===== src/rtl/port_cfg.svh =====
// offsets, field positions, reset values and timing counts of the port block
// assumes the includer knows nothing else; definitions only
`ifndef PORT_CFG_SVH
`define PORT_CFG_SVH

// word addresses on the avalon slave
`define ADDR_PORT 2'h0
`define ADDR_CFG 2'h1
`define ADDR_GPWR 2'h2

// port_status_control field positions
`define B_ATTACH 0
`define B_ACTIVE 1
`define B_SUSP 2
`define B_OVL 3
`define B_RESET 4
`define B_POWER 8
`define B_SLOW 9
`define B_ATT_CHG 16
`define B_EN_CHG 17
`define B_RES_DONE 18
`define B_OVL_CHG 19
`define B_RST_DONE 20

// global power command positions
`define B_ALL_OFF 0
`define B_ALL_ON 16

// configuration register positions and reset value
`define B_NO_PWR_SW 0
`define B_PER_PORT_SW 1
`define B_OVL_PER_PORT 2
`define B_IND_MASK 3
`define B_FIXED_DEV 4
`define CFG_RST 5'h00

// reset value of port_status_control: power on
`define PORT_RST 32'h0000_0100
// reset value of the packed port state: only port_powered set
`define PORT_STATE_RST 12'h020

// timing
`define CLK_MHZ 250
`define MS_CYCLES (`CLK_MHZ * 1000)
`define RESET_MS 10
`define RESUME_MS 20
`define RESYNC_MS 3
`define EOP_NS 1334
`define EOP_CYCLES ((`EOP_NS * `CLK_MHZ + 999) / 1000)

`endif


===== src/rtl/port_pkg.sv =====
// types shared by the root hub port block
// assumes port_cfg.svh holds all numbers
package port_pkg;

	// sequencer states, gray along idle-resume-eop-resync
	typedef enum logic [2:0] {
		SEQ_IDLE = 3'h0,
		SEQ_RESUME = 3'h1,
		SEQ_EOP = 3'h3,
		SEQ_RESYNC = 3'h2,
		SEQ_RESET = 3'h6
	} seq_t;

	typedef struct packed {
		logic fixed_device_mask;
		logic individual_power_mask;
		logic ovl_per_port_sel;
		logic per_port_switch_sel;
		logic no_power_switch;
	} cfg_t;

	typedef struct packed {
		logic reset_done_flag;
		logic ovl_change_flag;
		logic resume_done_flag;
		logic enable_change_flag;
		logic attach_change_flag;
		logic slow_device_flag;
		logic port_powered;
		logic reset_active;
		logic overload_seen;
		logic suspended_state;
		logic link_active_state;
		logic attached_state;
	} port_t;

	typedef struct packed {
		logic read;
		logic write;
		logic [1:0] address;
		logic [3:0] byteenable;
		logic [31:0] writedata;
	} av_req_t;

endpackage


===== src/rtl/usb_root_hub_port.sv =====
// status and control of one downstream root hub port
// assumes an avalon-mm master on sys_clk_in, async device pins synced here
//
// Summary of operation
// - resume-done sets only after resume pulse, low-speed eop and resync delay.
// - flags 18,17,16 clear by writing one, 18 also at the end of reset; zero leaves them.
// - resume-done clears whenever reset-done becomes set.
// - enable-change sets only on hardware clearing of enable, not writes.
// - attach-change sets on every connect or disconnect.
// - reset, enable or suspend command while detached sets attach-change instead.
// - fixed device port announces attach-change once after hub reset.
// - bit 9 reads one for low-speed device, zero for full-speed.
// - writing one to bit 9 turns port power off when per-port commands are selected.
// - overcurrent clears power when per-port reporting; power commands set and clear it.
// - switching mode and mask choose per-port or global power commands.
// - power off clears enabled, and except on a fixed device port also attached, suspended and reset-active states.
// - power bit resets to one and reads one without power switching.
// - writing one to bit 4 starts reset signalling while attached.
// - bit 3 follows overcurrent input when per-port reporting, else zero.
// - writing one to bit 3 starts resume only while suspended.
// - bit 2 write suspends if attached; resume, reset or wake clears it.
// - hardware clearing of enable by fault also sets enable-change.
// - enable sets at end of port reset or resume.
// - writing one to bit 1 enables the port while attached.
// - bit 0 shows attach, unwritable; writing one there disables the port.
// - fixed device port always reads attached.
// - reset-done sets at end of the 10 ms reset; writing one clears.
//
// The Avalon-MM interface to the registers and the address map were chosen for this implementation.
`timescale 1ns/1ns
`include "port_cfg.svh"

module usb_root_hub_port #(
	parameter int MS_CYCLES = `MS_CYCLES
) (
	input wire logic sys_clk_in,
	input wire logic srst_in,
	input wire port_pkg::av_req_t av_in,
	output logic [31:0] av_readdata_out,
	output logic av_waitrequest_out,
	input wire logic dev_attach_in,
	input wire logic dev_slow_in,
	input wire logic overload_in,
	input wire logic bus_error_in,
	input wire logic controller_wake_state_in,
	output logic port_power_out,
	output logic port_active_out,
	output logic reset_drive_out,
	output logic resume_drive_out
);
	import port_pkg::*;

	localparam logic [17:0] MS_LAST = 18'(MS_CYCLES - 1);
	localparam logic [8:0] EOP_LAST = 9'(`EOP_CYCLES - 1);
	localparam logic [8:0] RESET_LAST = 9'(`RESET_MS - 1);
	localparam logic [8:0] RESUME_LAST = 9'(`RESUME_MS - 1);
	localparam logic [8:0] RESYNC_LAST = 9'(`RESYNC_MS - 1);

	// byte lane mask from avalon byte enables
	function automatic logic [31:0] lane_mask(input logic [3:0] be);
		logic [31:0] m;
		m = 32'h0000_0000;
		for (int i = 0; i < 4; i++) begin
			m[i*8 +: 8] = {8{be[i]}};
		end
		return m;
	endfunction

	////////////////////////////////////////////////////////////////////////////
	// pin synchronisers

	logic [2:0] pin_s1_q;
	logic [2:0] pin_s2_q;

	// first stage feeds only the second one
	always_ff @(posedge sys_clk_in) begin
		if (srst_in) begin
			pin_s1_q <= 3'h0;
			pin_s2_q <= 3'h0;
		end else begin
			pin_s1_q <= {overload_in, dev_slow_in, dev_attach_in};
			pin_s2_q <= pin_s1_q;
		end
	end

	////////////////////////////////////////////////////////////////////////////
	// avalon slave: fixed one wait cycle on every access

	logic wait_q, wait_d;
	logic [31:0] rdata_q, rdata_d;
	cfg_t cfg_q, cfg_d;
	port_t p_q, p_d;
	logic req;
	logic take;
	logic [31:0] wmask;
	logic [31:0] w1;
	logic [31:0] gp;

	assign req = av_in.read | av_in.write;
	assign take = req & ~wait_q;
	assign wmask = av_in.writedata & lane_mask(av_in.byteenable);
	// one-shot command strobes, valid only on the accepting edge
	assign w1 = (take && av_in.write && av_in.address == `ADDR_PORT) ? wmask : 32'h0000_0000;
	assign gp = (take && av_in.write && av_in.address == `ADDR_GPWR) ? wmask : 32'h0000_0000;

	// read mux; unmapped words read zero and ignore writes
	always_comb begin
		wait_d = ~(req & wait_q);
		rdata_d = rdata_q;
		cfg_d = cfg_q;
		if (req && wait_q && av_in.read) begin
			rdata_d = 32'h0000_0000;
			case (av_in.address)
				`ADDR_PORT: begin
					rdata_d[`B_RST_DONE] = p_q.reset_done_flag;
					rdata_d[`B_OVL_CHG] = p_q.ovl_change_flag;
					rdata_d[`B_RES_DONE] = p_q.resume_done_flag;
					rdata_d[`B_EN_CHG] = p_q.enable_change_flag;
					rdata_d[`B_ATT_CHG] = p_q.attach_change_flag;
					rdata_d[`B_SLOW] = p_q.slow_device_flag;
					rdata_d[`B_POWER] = p_q.port_powered;
					rdata_d[`B_RESET] = p_q.reset_active;
					rdata_d[`B_OVL] = p_q.overload_seen;
					rdata_d[`B_SUSP] = p_q.suspended_state;
					rdata_d[`B_ACTIVE] = p_q.link_active_state;
					rdata_d[`B_ATTACH] = p_q.attached_state;
				end
				`ADDR_CFG: begin
					rdata_d[4:0] = cfg_q;
				end
				default: begin
					rdata_d = 32'h0000_0000;
				end
			endcase
		end
		if (take && av_in.write && av_in.address == `ADDR_CFG && av_in.byteenable[0]) begin
			cfg_d = cfg_t'(av_in.writedata[4:0]);
		end
	end

	always_ff @(posedge sys_clk_in) begin
		if (srst_in) begin
			wait_q <= 1'b1;
			rdata_q <= 32'h0000_0000;
			cfg_q <= cfg_t'(`CFG_RST);
		end else begin
			wait_q <= wait_d;
			rdata_q <= rdata_d;
			cfg_q <= cfg_d;
		end
	end

	////////////////////////////////////////////////////////////////////////////
	// port state, flags and reset/resume sequencer

	seq_t seq_q, seq_d;
	logic [17:0] div_q, div_d;
	logic [8:0] cnt_q, cnt_d;
	logic boot_q, boot_d;
	logic rst_drv_q, rst_drv_d;
	logic res_drv_q, res_drv_d;
	logic tick;
	logic ovl;
	logic port_cmds;
	logic pwr_on;
	logic pwr_off;
	logic att_now;
	logic hw_drop;
	logic rst_end;
	logic res_end;

	// millisecond tick; divider held at zero while idle so every
	// interval is whole milliseconds long, never short
	assign tick = (div_q == MS_LAST);
	assign ovl = cfg_q.ovl_per_port_sel & pin_s2_q[2];
	// per-port commands only in per-port mode with the mask bit set
	assign port_cmds = cfg_q.per_port_switch_sel & cfg_q.individual_power_mask;
	assign pwr_on = port_cmds ? w1[`B_POWER] : gp[`B_ALL_ON];
	assign pwr_off = port_cmds ? w1[`B_SLOW] : gp[`B_ALL_OFF];

	always_comb begin
		p_d = p_q;
		seq_d = seq_q;
		cnt_d = cnt_q;
		// stays armed until a fixed device is declared, so the announce fires once
		boot_d = boot_q & ~cfg_q.fixed_device_mask;
		rst_end = 1'b0;
		res_end = 1'b0;
		div_d = (seq_q == SEQ_IDLE || tick) ? 18'h0_0000 : div_q + 18'h0_0001;

		// power: commands, then overcurrent wins over them
		if (pwr_off) begin
			p_d.port_powered = 1'b0;
		end
		if (pwr_on) begin
			p_d.port_powered = 1'b1;
		end
		if (ovl) begin
			p_d.port_powered = 1'b0;
		end
		if (cfg_q.no_power_switch) begin
			p_d.port_powered = 1'b1;
		end

		// an unpowered port sees no device unless it is fixed
		att_now = cfg_q.fixed_device_mask | (pin_s2_q[0] & p_d.port_powered);
		p_d.attached_state = att_now;
		p_d.slow_device_flag = pin_s2_q[1] & att_now;
		p_d.overload_seen = ovl;

		// write-one clears come first so a same-cycle set wins
		if (w1[`B_RST_DONE]) begin
			p_d.reset_done_flag = 1'b0;
		end
		if (w1[`B_OVL_CHG]) begin
			p_d.ovl_change_flag = 1'b0;
		end
		if (w1[`B_RES_DONE]) begin
			p_d.resume_done_flag = 1'b0;
		end
		if (w1[`B_EN_CHG]) begin
			p_d.enable_change_flag = 1'b0;
		end
		if (w1[`B_ATT_CHG]) begin
			p_d.attach_change_flag = 1'b0;
		end

		if (ovl != p_q.overload_seen) begin
			p_d.ovl_change_flag = 1'b1;
		end
		if (att_now != p_q.attached_state) begin
			p_d.attach_change_flag = 1'b1;
		end
		if (boot_q && cfg_q.fixed_device_mask) begin
			p_d.attach_change_flag = 1'b1;
		end
		if (!att_now && (w1[`B_RESET] || w1[`B_ACTIVE] || w1[`B_SUSP])) begin
			p_d.attach_change_flag = 1'b1;
		end

		// software enable and disable; no change flag for these
		if (w1[`B_ATTACH]) begin
			p_d.link_active_state = 1'b0;
		end
		if (w1[`B_ACTIVE] && att_now) begin
			p_d.link_active_state = 1'b1;
		end

		// suspend request and controller wake
		if (w1[`B_SUSP] && att_now) begin
			p_d.suspended_state = 1'b1;
		end
		if (controller_wake_state_in) begin
			p_d.suspended_state = 1'b0;
		end

		// start reset; it overrides a resume in flight
		if (w1[`B_RESET] && att_now && seq_q != SEQ_RESET) begin
			p_d.reset_active = 1'b1;
			seq_d = SEQ_RESET;
			cnt_d = 9'h000;
			div_d = 18'h0_0000;
		end else if (w1[`B_OVL] && p_q.suspended_state && seq_q == SEQ_IDLE) begin
			seq_d = SEQ_RESUME;
			cnt_d = 9'h000;
		end else begin
			case (seq_q)
				SEQ_IDLE: begin
					cnt_d = 9'h000;
				end
				SEQ_RESET: begin
					if (tick) begin
						cnt_d = cnt_q + 9'h001;
						if (cnt_q == RESET_LAST) begin
							rst_end = 1'b1;
							seq_d = SEQ_IDLE;
						end
					end
				end
				SEQ_RESUME: begin
					if (tick) begin
						cnt_d = cnt_q + 9'h001;
						if (cnt_q == RESUME_LAST) begin
							seq_d = SEQ_EOP;
							cnt_d = 9'h000;
						end
					end
				end
				SEQ_EOP: begin
					// eop is shorter than a millisecond: count clocks
					cnt_d = cnt_q + 9'h001;
					if (cnt_q == EOP_LAST) begin
						seq_d = SEQ_RESYNC;
						cnt_d = 9'h000;
						div_d = 18'h0_0000;
					end
				end
				SEQ_RESYNC: begin
					if (tick) begin
						cnt_d = cnt_q + 9'h001;
						if (cnt_q == RESYNC_LAST) begin
							res_end = 1'b1;
							seq_d = SEQ_IDLE;
						end
					end
				end
				default: begin
					seq_d = SEQ_IDLE;
				end
			endcase
		end

		// sequence completions
		if (rst_end) begin
			p_d.reset_done_flag = 1'b1;
			p_d.reset_active = 1'b0;
			p_d.resume_done_flag = 1'b0;
			p_d.suspended_state = 1'b0;
			p_d.link_active_state = 1'b1;
		end
		if (res_end) begin
			p_d.resume_done_flag = 1'b1;
			p_d.suspended_state = 1'b0;
			p_d.link_active_state = 1'b1;
		end

		// faults seen by hardware drop the port and flag it
		hw_drop = ovl | ~att_now | ~p_d.port_powered | bus_error_in;
		if (hw_drop && p_q.link_active_state) begin
			p_d.enable_change_flag = 1'b1;
		end
		if (hw_drop) begin
			p_d.link_active_state = 1'b0;
		end

		// a lost device, or lost power on a port without a fixed device, ends any sequence
		if (!att_now) begin
			p_d.suspended_state = 1'b0;
			p_d.reset_active = 1'b0;
			seq_d = SEQ_IDLE;
		end

		rst_drv_d = (seq_d == SEQ_RESET);
		res_drv_d = (seq_d == SEQ_RESUME);
	end

	always_ff @(posedge sys_clk_in) begin
		if (srst_in) begin
			p_q <= port_t'(`PORT_STATE_RST);
			seq_q <= SEQ_IDLE;
			div_q <= 18'h0_0000;
			cnt_q <= 9'h000;
			boot_q <= 1'b1;
			rst_drv_q <= 1'b0;
			res_drv_q <= 1'b0;
		end else begin
			p_q <= p_d;
			seq_q <= seq_d;
			div_q <= div_d;
			cnt_q <= cnt_d;
			boot_q <= boot_d;
			rst_drv_q <= rst_drv_d;
			res_drv_q <= res_drv_d;
		end
	end

	////////////////////////////////////////////////////////////////////////////
	// outputs, all straight from flops

	assign av_readdata_out = rdata_q;
	assign av_waitrequest_out = wait_q;
	assign port_power_out = p_q.port_powered;
	assign port_active_out = p_q.link_active_state;
	assign reset_drive_out = rst_drv_q;
	assign resume_drive_out = res_drv_q;

endmodule


===== config.mk =====
export PLATFORM = sky130hd
export DESIGN_NAME = usb_root_hub_port
export DESIGN_NICKNAME = d
export VERILOG_FILES = /design/src/rtl/port_pkg.sv /design/src/rtl/usb_root_hub_port.sv
export VERILOG_INCLUDE_DIRS = /design/src /design/src/rtl
export SDC_FILE = /design/constraint.sdc
export NUM_CORES = 1
export LEC_CHECK = 0
export BUFFER_PORTS_ARGS = -buffer_cell sky130_fd_sc_hd__buf_2
export CELL_PAD_IN_SITES_DETAIL_PLACEMENT = 0
export CELL_PAD_IN_SITES_GLOBAL_PLACEMENT = 1
export CORE_MARGIN = 10
export CORE_UTILIZATION = 42
export CTS_CLUSTER_DIAMETER = 30
export DETAILED_ROUTE_END_ITERATION = 8
export PLACE_DENSITY = 0.81
export SLEW_MARGIN = 20
export SYNTH_ARGS = -nofsm -noshare
export SYNTH_HDL_FRONTEND = slang
export SYNTH_SLANG_ARGS = --single-unit

===== constraint.sdc =====
create_clock -name sys_clk_in -period 5.1 [get_ports sys_clk_in]
set_input_delay 0.255 -clock sys_clk_in [delete_from_list [all_inputs] [get_ports sys_clk_in]]
set_output_delay 0.255 -clock sys_clk_in [all_outputs]
set_load 0.01 [all_outputs]

Word-level counts from Yosys, hierarchy flattened
Cells that the tools add are included.

Bits in registers: 69. Latch bits: 0. Memory bits (writable): 0. Bits in read-only memories: 0. Output and inout port bits: 37. Logic and storage cells: 159. Memories: 0.

Add/sub/neg operators: 2. Multipliers: 0. Div/mod/pow operators: 0. $lt $le $gt $ge: 0. Eq/ne operators: 18. Shift operators: 0. Muxes and demuxes: 58. Bitwise gates (word level): 18. Reduce and logical (&&, ||, !) cells: 36.

Operators by type and width (count): $mux W18 (4); $mux W9 (4); $pmux W9 S4 (1); $mux W1 (33); $mux W3 (10); $and A21 B21 Y21 (1); $mux W21 (1); $add A18 B1 Y18 const B (1); $eq A18 B18 Y1 const B (1); $mux W17 (1); $logic_and A1 B1 Y1 (16); $pmux W3 S5 (1); $reduce_bool A4 Y1 (3); $pmux W5 S2 (1); $add A9 B1 Y9 const B (1); $eq A9 B2 Y1 const B (1); $eq A9 B4 Y1 const B (1); $eq A9 B5 Y1 const B (1); $eq A9 B9 Y1 const B (1); $and A1 B1 Y1 (7); $eq A3 B1 Y1 const B (2); $eq A3 B2 Y1 const B (2); $eq A3 B3 Y1 const B (2); $reduce_bool A2 Y1 (3); other kinds (19) (33).

Depth between registers and ports, before layout
Depth after elaboration: 18. Depth in mapped cells: 9. Depth with buffers taken out: 8.

Least setup slack after synthesis
OpenSTA, ideal clock, no wires.

Path kind: reg2reg. Start: register cnt_q[2]. End: register cnt_q[6]. Data arrival time: 1796 ps. Path slack: 3166 ps. Stages on the path, launching flop included: 9. Buffers on the path: 2. Path through: dfxtp_1 -> buf_6 -> or4_4 -> nor3_4 -> o221ai_2 -> and2_1 -> buf_6 -> a21oi_1 -> a311oi_1.

Longest elaborated chain between the ends: 4. Elaborated cells between the ends (all ways): 8. Those cells by class: add/sub (1); eq/ne (2); mux (5).

Ends and longest elaborated chain: start: declaration (line usb_root_hub_port.sv:158) `logic [8:0] cnt_q, cnt_d;`; start signal: assignment (line usb_root_hub_port.sv:360) `cnt_q <= cnt_d;`; $add A9 B1 Y9 or $eq A9 B5 Y1 (tied branches); $mux W9 (line usb_root_hub_port.sv:283) `if (cnt_q == RESUME_LAST) begin`; $mux W9 (line usb_root_hub_port.sv:281) `if (tick) begin`; $pmux W9 S4 * (line usb_root_hub_port.sv:267) `case (seq_q)`.

Every way passes the cells marked *; elsewhere a longest branch is shown, timed or not. The select of a mux whose other input is x is not followed. A chain may end at the register's enable or synchronous reset.

Final worst setup path
Start: register div_q[0]. End: register cnt_q[2].

Longest elaborated chain between the ends: 3. Elaborated cells between the ends (all ways): 4. Those cells by class: eq/ne (3); reduce/logical (1).

Ends and longest elaborated chain: start: declaration (line usb_root_hub_port.sv:157) `logic [17:0] div_q, div_d;`; start signal: assignment (line usb_root_hub_port.sv:359) `div_q <= div_d;`; $eq A18 B18 Y1 * (line usb_root_hub_port.sv:174) `assign tick = (div_q == MS_LAST);`; $ne A2 B2 Y1 (no source line) or $ne A2 B1 Y1 (tied branches); $reduce_and A3 Y1 (no source line) *.

Every way passes the cells marked *; elsewhere a longest branch is shown, timed or not.

==> impl_metrics.py <==
metrics = {
    "run_status": {
        "status": "finished clean",
    },
    "power_and_ir_drop": {
        "pwr-share-comb_pct": 4.7,
        "peakVddDrop_v": 0.000134,
        "seqPwrFrac_pct": 52.2,
        "power.share.clock_pct": 43.1,
        "power.switching_mw": 0.259,
        "leakage_nw": 1.43,
        "power_density_nw_per_um2": 282,
        "switching_share_pct": 24.7,
        "power.internal_mw": 0.788,
    },
    "cts": {
        "cts.sinks": 69,
        "cts-root-buf": "clkbuf_8",
        "worstSkewPairLatency_ns": 0.35,
        "clockBufferDepth": 2,
        "path_clk_slew_ns": 0.08,
        "numCtsBuffers": 9,
        "cts_hold_buf": 0,
        "cts_resized": 0,
        "cts_setup_buffers": 0,
        "cts_tree": "yes",
        "htree_num_levels": 3,
    },
    "place": {
        "portBuffers": 42,
        "gp_congestion": 0.766,
        "dp_slack_ns": 2.70,
        "dp.cells": 506,
        "place.detailed.hpwl_um": 5640,
    },
    "timing": {
        "setup_viol": 0,
        "period_minus_slack_ns": 2.40,
        "setup_slack_ns": 2.70,
        "hold_ws_ns": 0.110,
        "fin_worst_skew_ns": 0.00634,
        "max_slew_margin_pct": 45.9,
        "hold_viol_final": 0,
        "fin_crit_sh_pct": 47.1,
        "fmax_mhz": 416,
        "final_max_slew_viol_count": 0,
        "rsz0062_at_grt": "no",
        "tightest_slew_ns": 0.805,
        "setup_tns_ns": 0,
    },
    "setup_path": {
        "r2r_cells": 7,
        "worstSetupPathType": "reg2reg",
        "crit_path_start_kind": "register",
        "cp-startpoint": "div_q[0]",
        "cp.required_ns": 5.35,
        "worstSetupEndpoint": "cnt_q[2]",
        "crit_path_end_kind": "register",
        "crit_arrival_ns": 2.65,
        "critPathMaxFanout": 9,
        "path_cells": "ha_1 -> and3_1 -> a21boi_0 -> a211oi_2 -> and2_1 -> a21oi_2 -> a311oi_1",
        "r2r-end": "cnt_q[2]",
        "slowest_delay_ns": 0.48,
        "cp_slowest_cell": "and2_1",
        "reg2reg_from": "div_q[0]",
        "r2r_slack_ns": 2.70,
    },
    "logic_synthesis": {
        "netlist_top_cells_area": "dfxtp_1, nor2_1, buf_4, a22oi_1, nand3_1",
        "synth_cells": 378,
        "synth-seq-cells": 69,
        "synthFlopType": "dfxtp_1",
        "ys_warn_count": 0,
        "seq_area_frac_synth_pct": 41.4,
        "ys_types": 59,
        "yosys.area.top_type_share_pct": 41.4,
        "synth_edf_count": 0,
        "syn_area_per_cell_um2": 8.82,
        "synth_area_leader_cell": "dfxtp_1",
        "syn_area_um2": 3340,
        "async_flop_share_pct": 0,
    },
    "finish": {
        "layout.cells.non_filler": 522,
        "fin_util_pct": 48.0,
        "antenna_cells_inserted": 0,
        "layout-drive-gt1-share_pct": 19.5,
        "syn2layout_area_growth_pct": 11.3,
        "seq_area_um2": 1380,
        "nNetsFinal": 466,
        "fillCellCount": 759,
        "mostFrequentLayoutCells": "dfxtp_1, nor2_1, buf_2",
        "multi_input_area_um2": 1760,
        "layout_commonest_cell": "dfxtp_1",
    },
    "global_route": {
        "grt_pass1_vias": 2666,
        "antenna_found_initial": 0,
        "grt-ovfl-total": 0,
        "grt_pass1_wl_um": 12600,
        "grt_max_degree": 35,
        "grtUsageTotal_pct": 13.1,
    },
    "die": {
        "start_util_pct": 43.2,
        "die_h_um": 109,
        "fp.dieW_um": 109,
        "placementRows": 32,
        "io_pins": 84,
        "die_area_um2": 11900,
        "core_um2": 7730,
    },
    "detailed_routing": {
        "wl_per_cell_um": 14.6,
        "vias_per_cell": 5.13,
        "ant_nets": 0,
        "drc": 0,
        "postRouteWirelength_um": 7640,
        "via_count": 2676,
        "firstDrtPassIters": 4,
        "drt-initial-drc-count": 118,
    },
    "worst_hold_path": {
        "worstHoldPathType": "in2reg",
    },
    "job": {
        "cap_violations": 0,
    },
}
==> power by group through the flow <==
stage | Clock, mW | Sequential [mW] | Combinational (mW)
floorplan | 0 | 0.559 | 0.0403
global placement | 0 | 0.559 | 0.0477
detailed placement | 0 | 0.559 | 0.0484
CTS | 0.462 | 0.546 | 0.0486
global route | 0.488 | 0.547 | 0.0547
finish | 0.452 | 0.546 | 0.0490
==> registers in the layout (all words and copies together) (netlist names) <==
name / cells
div_q: 18
av_readdata_out: 12
p_q: 10
cnt_q: 9
cfg_q: 5
pin_s1_q: 3
pin_s2_q: 3
seq_q: 3
av_waitrequest_out: 1
boot_q: 1
port_active_out: 1
port_power_out: 1
reset_drive_out: 1
resume_drive_out: 1
==> metrics by stage <==
step                      total power, mW  instance area (um2)
after floorplan                     0.599                 3410
after global placement              0.606                 3510
after detailed placement            0.607                 3510
after CTS                            1.06                 3710
after global routing                 1.09                 3710
final                                1.05                 3710
==> worst min path at each step <==
stage                startpoint            endpoint  slack (ns)  depth (start not counted)
floorplan             av_in[39]  av_waitrequest_out        0.37                          1
global placement    pin_s1_q[2]         pin_s2_q[2]        0.42                          1
detailed placement  pin_s1_q[0]         pin_s2_q[0]        0.42                          1
CTS                 dev_slow_in         pin_s1_q[1]        0.10                          2
global route        dev_slow_in         pin_s1_q[1]        0.11                          2
finish              dev_slow_in         pin_s1_q[1]        0.11                          2
==> layout make-up <==
type | instances | area share [%]
multi-input cells | 283 | 47.4
flip-flops and latches | 69 | 37.2
repair buffers | 42 | 5.66
well taps | 102 | 3.44
clock buffers | 9 | 3.34
clock inverters | 7 | 1.99
inverters | 10 | 1.01
==> routing by layer <==
metal,up-vias,GRT usage (%),wire (um)
met5,-,0,0
met4,0,5.93,119
met3,11,2.83,342
met2,61,20.7,3570
met1,1245,16.8,3600
li1,1359,-,-
==> critical path, delay by kind of cell, from the launching register on <==
kind            cells  cell delay (ns)
compound gates      4             0.97
simple gates        2             0.77
flops               1             0.36
fa+ha+maj           1             0.19
==> synth_stat cells (6+ instances only) <==
master     n
inv_1     10
nand2b_1   6
clkbuf_1   8
nand2_1   25
buf_4     21
mux2_2     6
xor2_1     7
a21oi_1   12
nor2_1    62
and3_1    12
dfxtp_1   69
nor2b_1    8
a22oi_1   14
nand3_1   21
xnor2_1   11
==> cells by family after synthesis <==
family / synth area share (%)
AND/OR/NAND/NOR: 26.0
flip-flops: 41.4
AO/OA/AOI/OAI: 14.7
buffers and inverters: 8.03
XOR/XNOR: 4.73
multiplexers: 3.53
adder cells (fa/ha/maj): 1.50
other: 0.112
No activity file was read; power rests on OpenSTA's default activity.
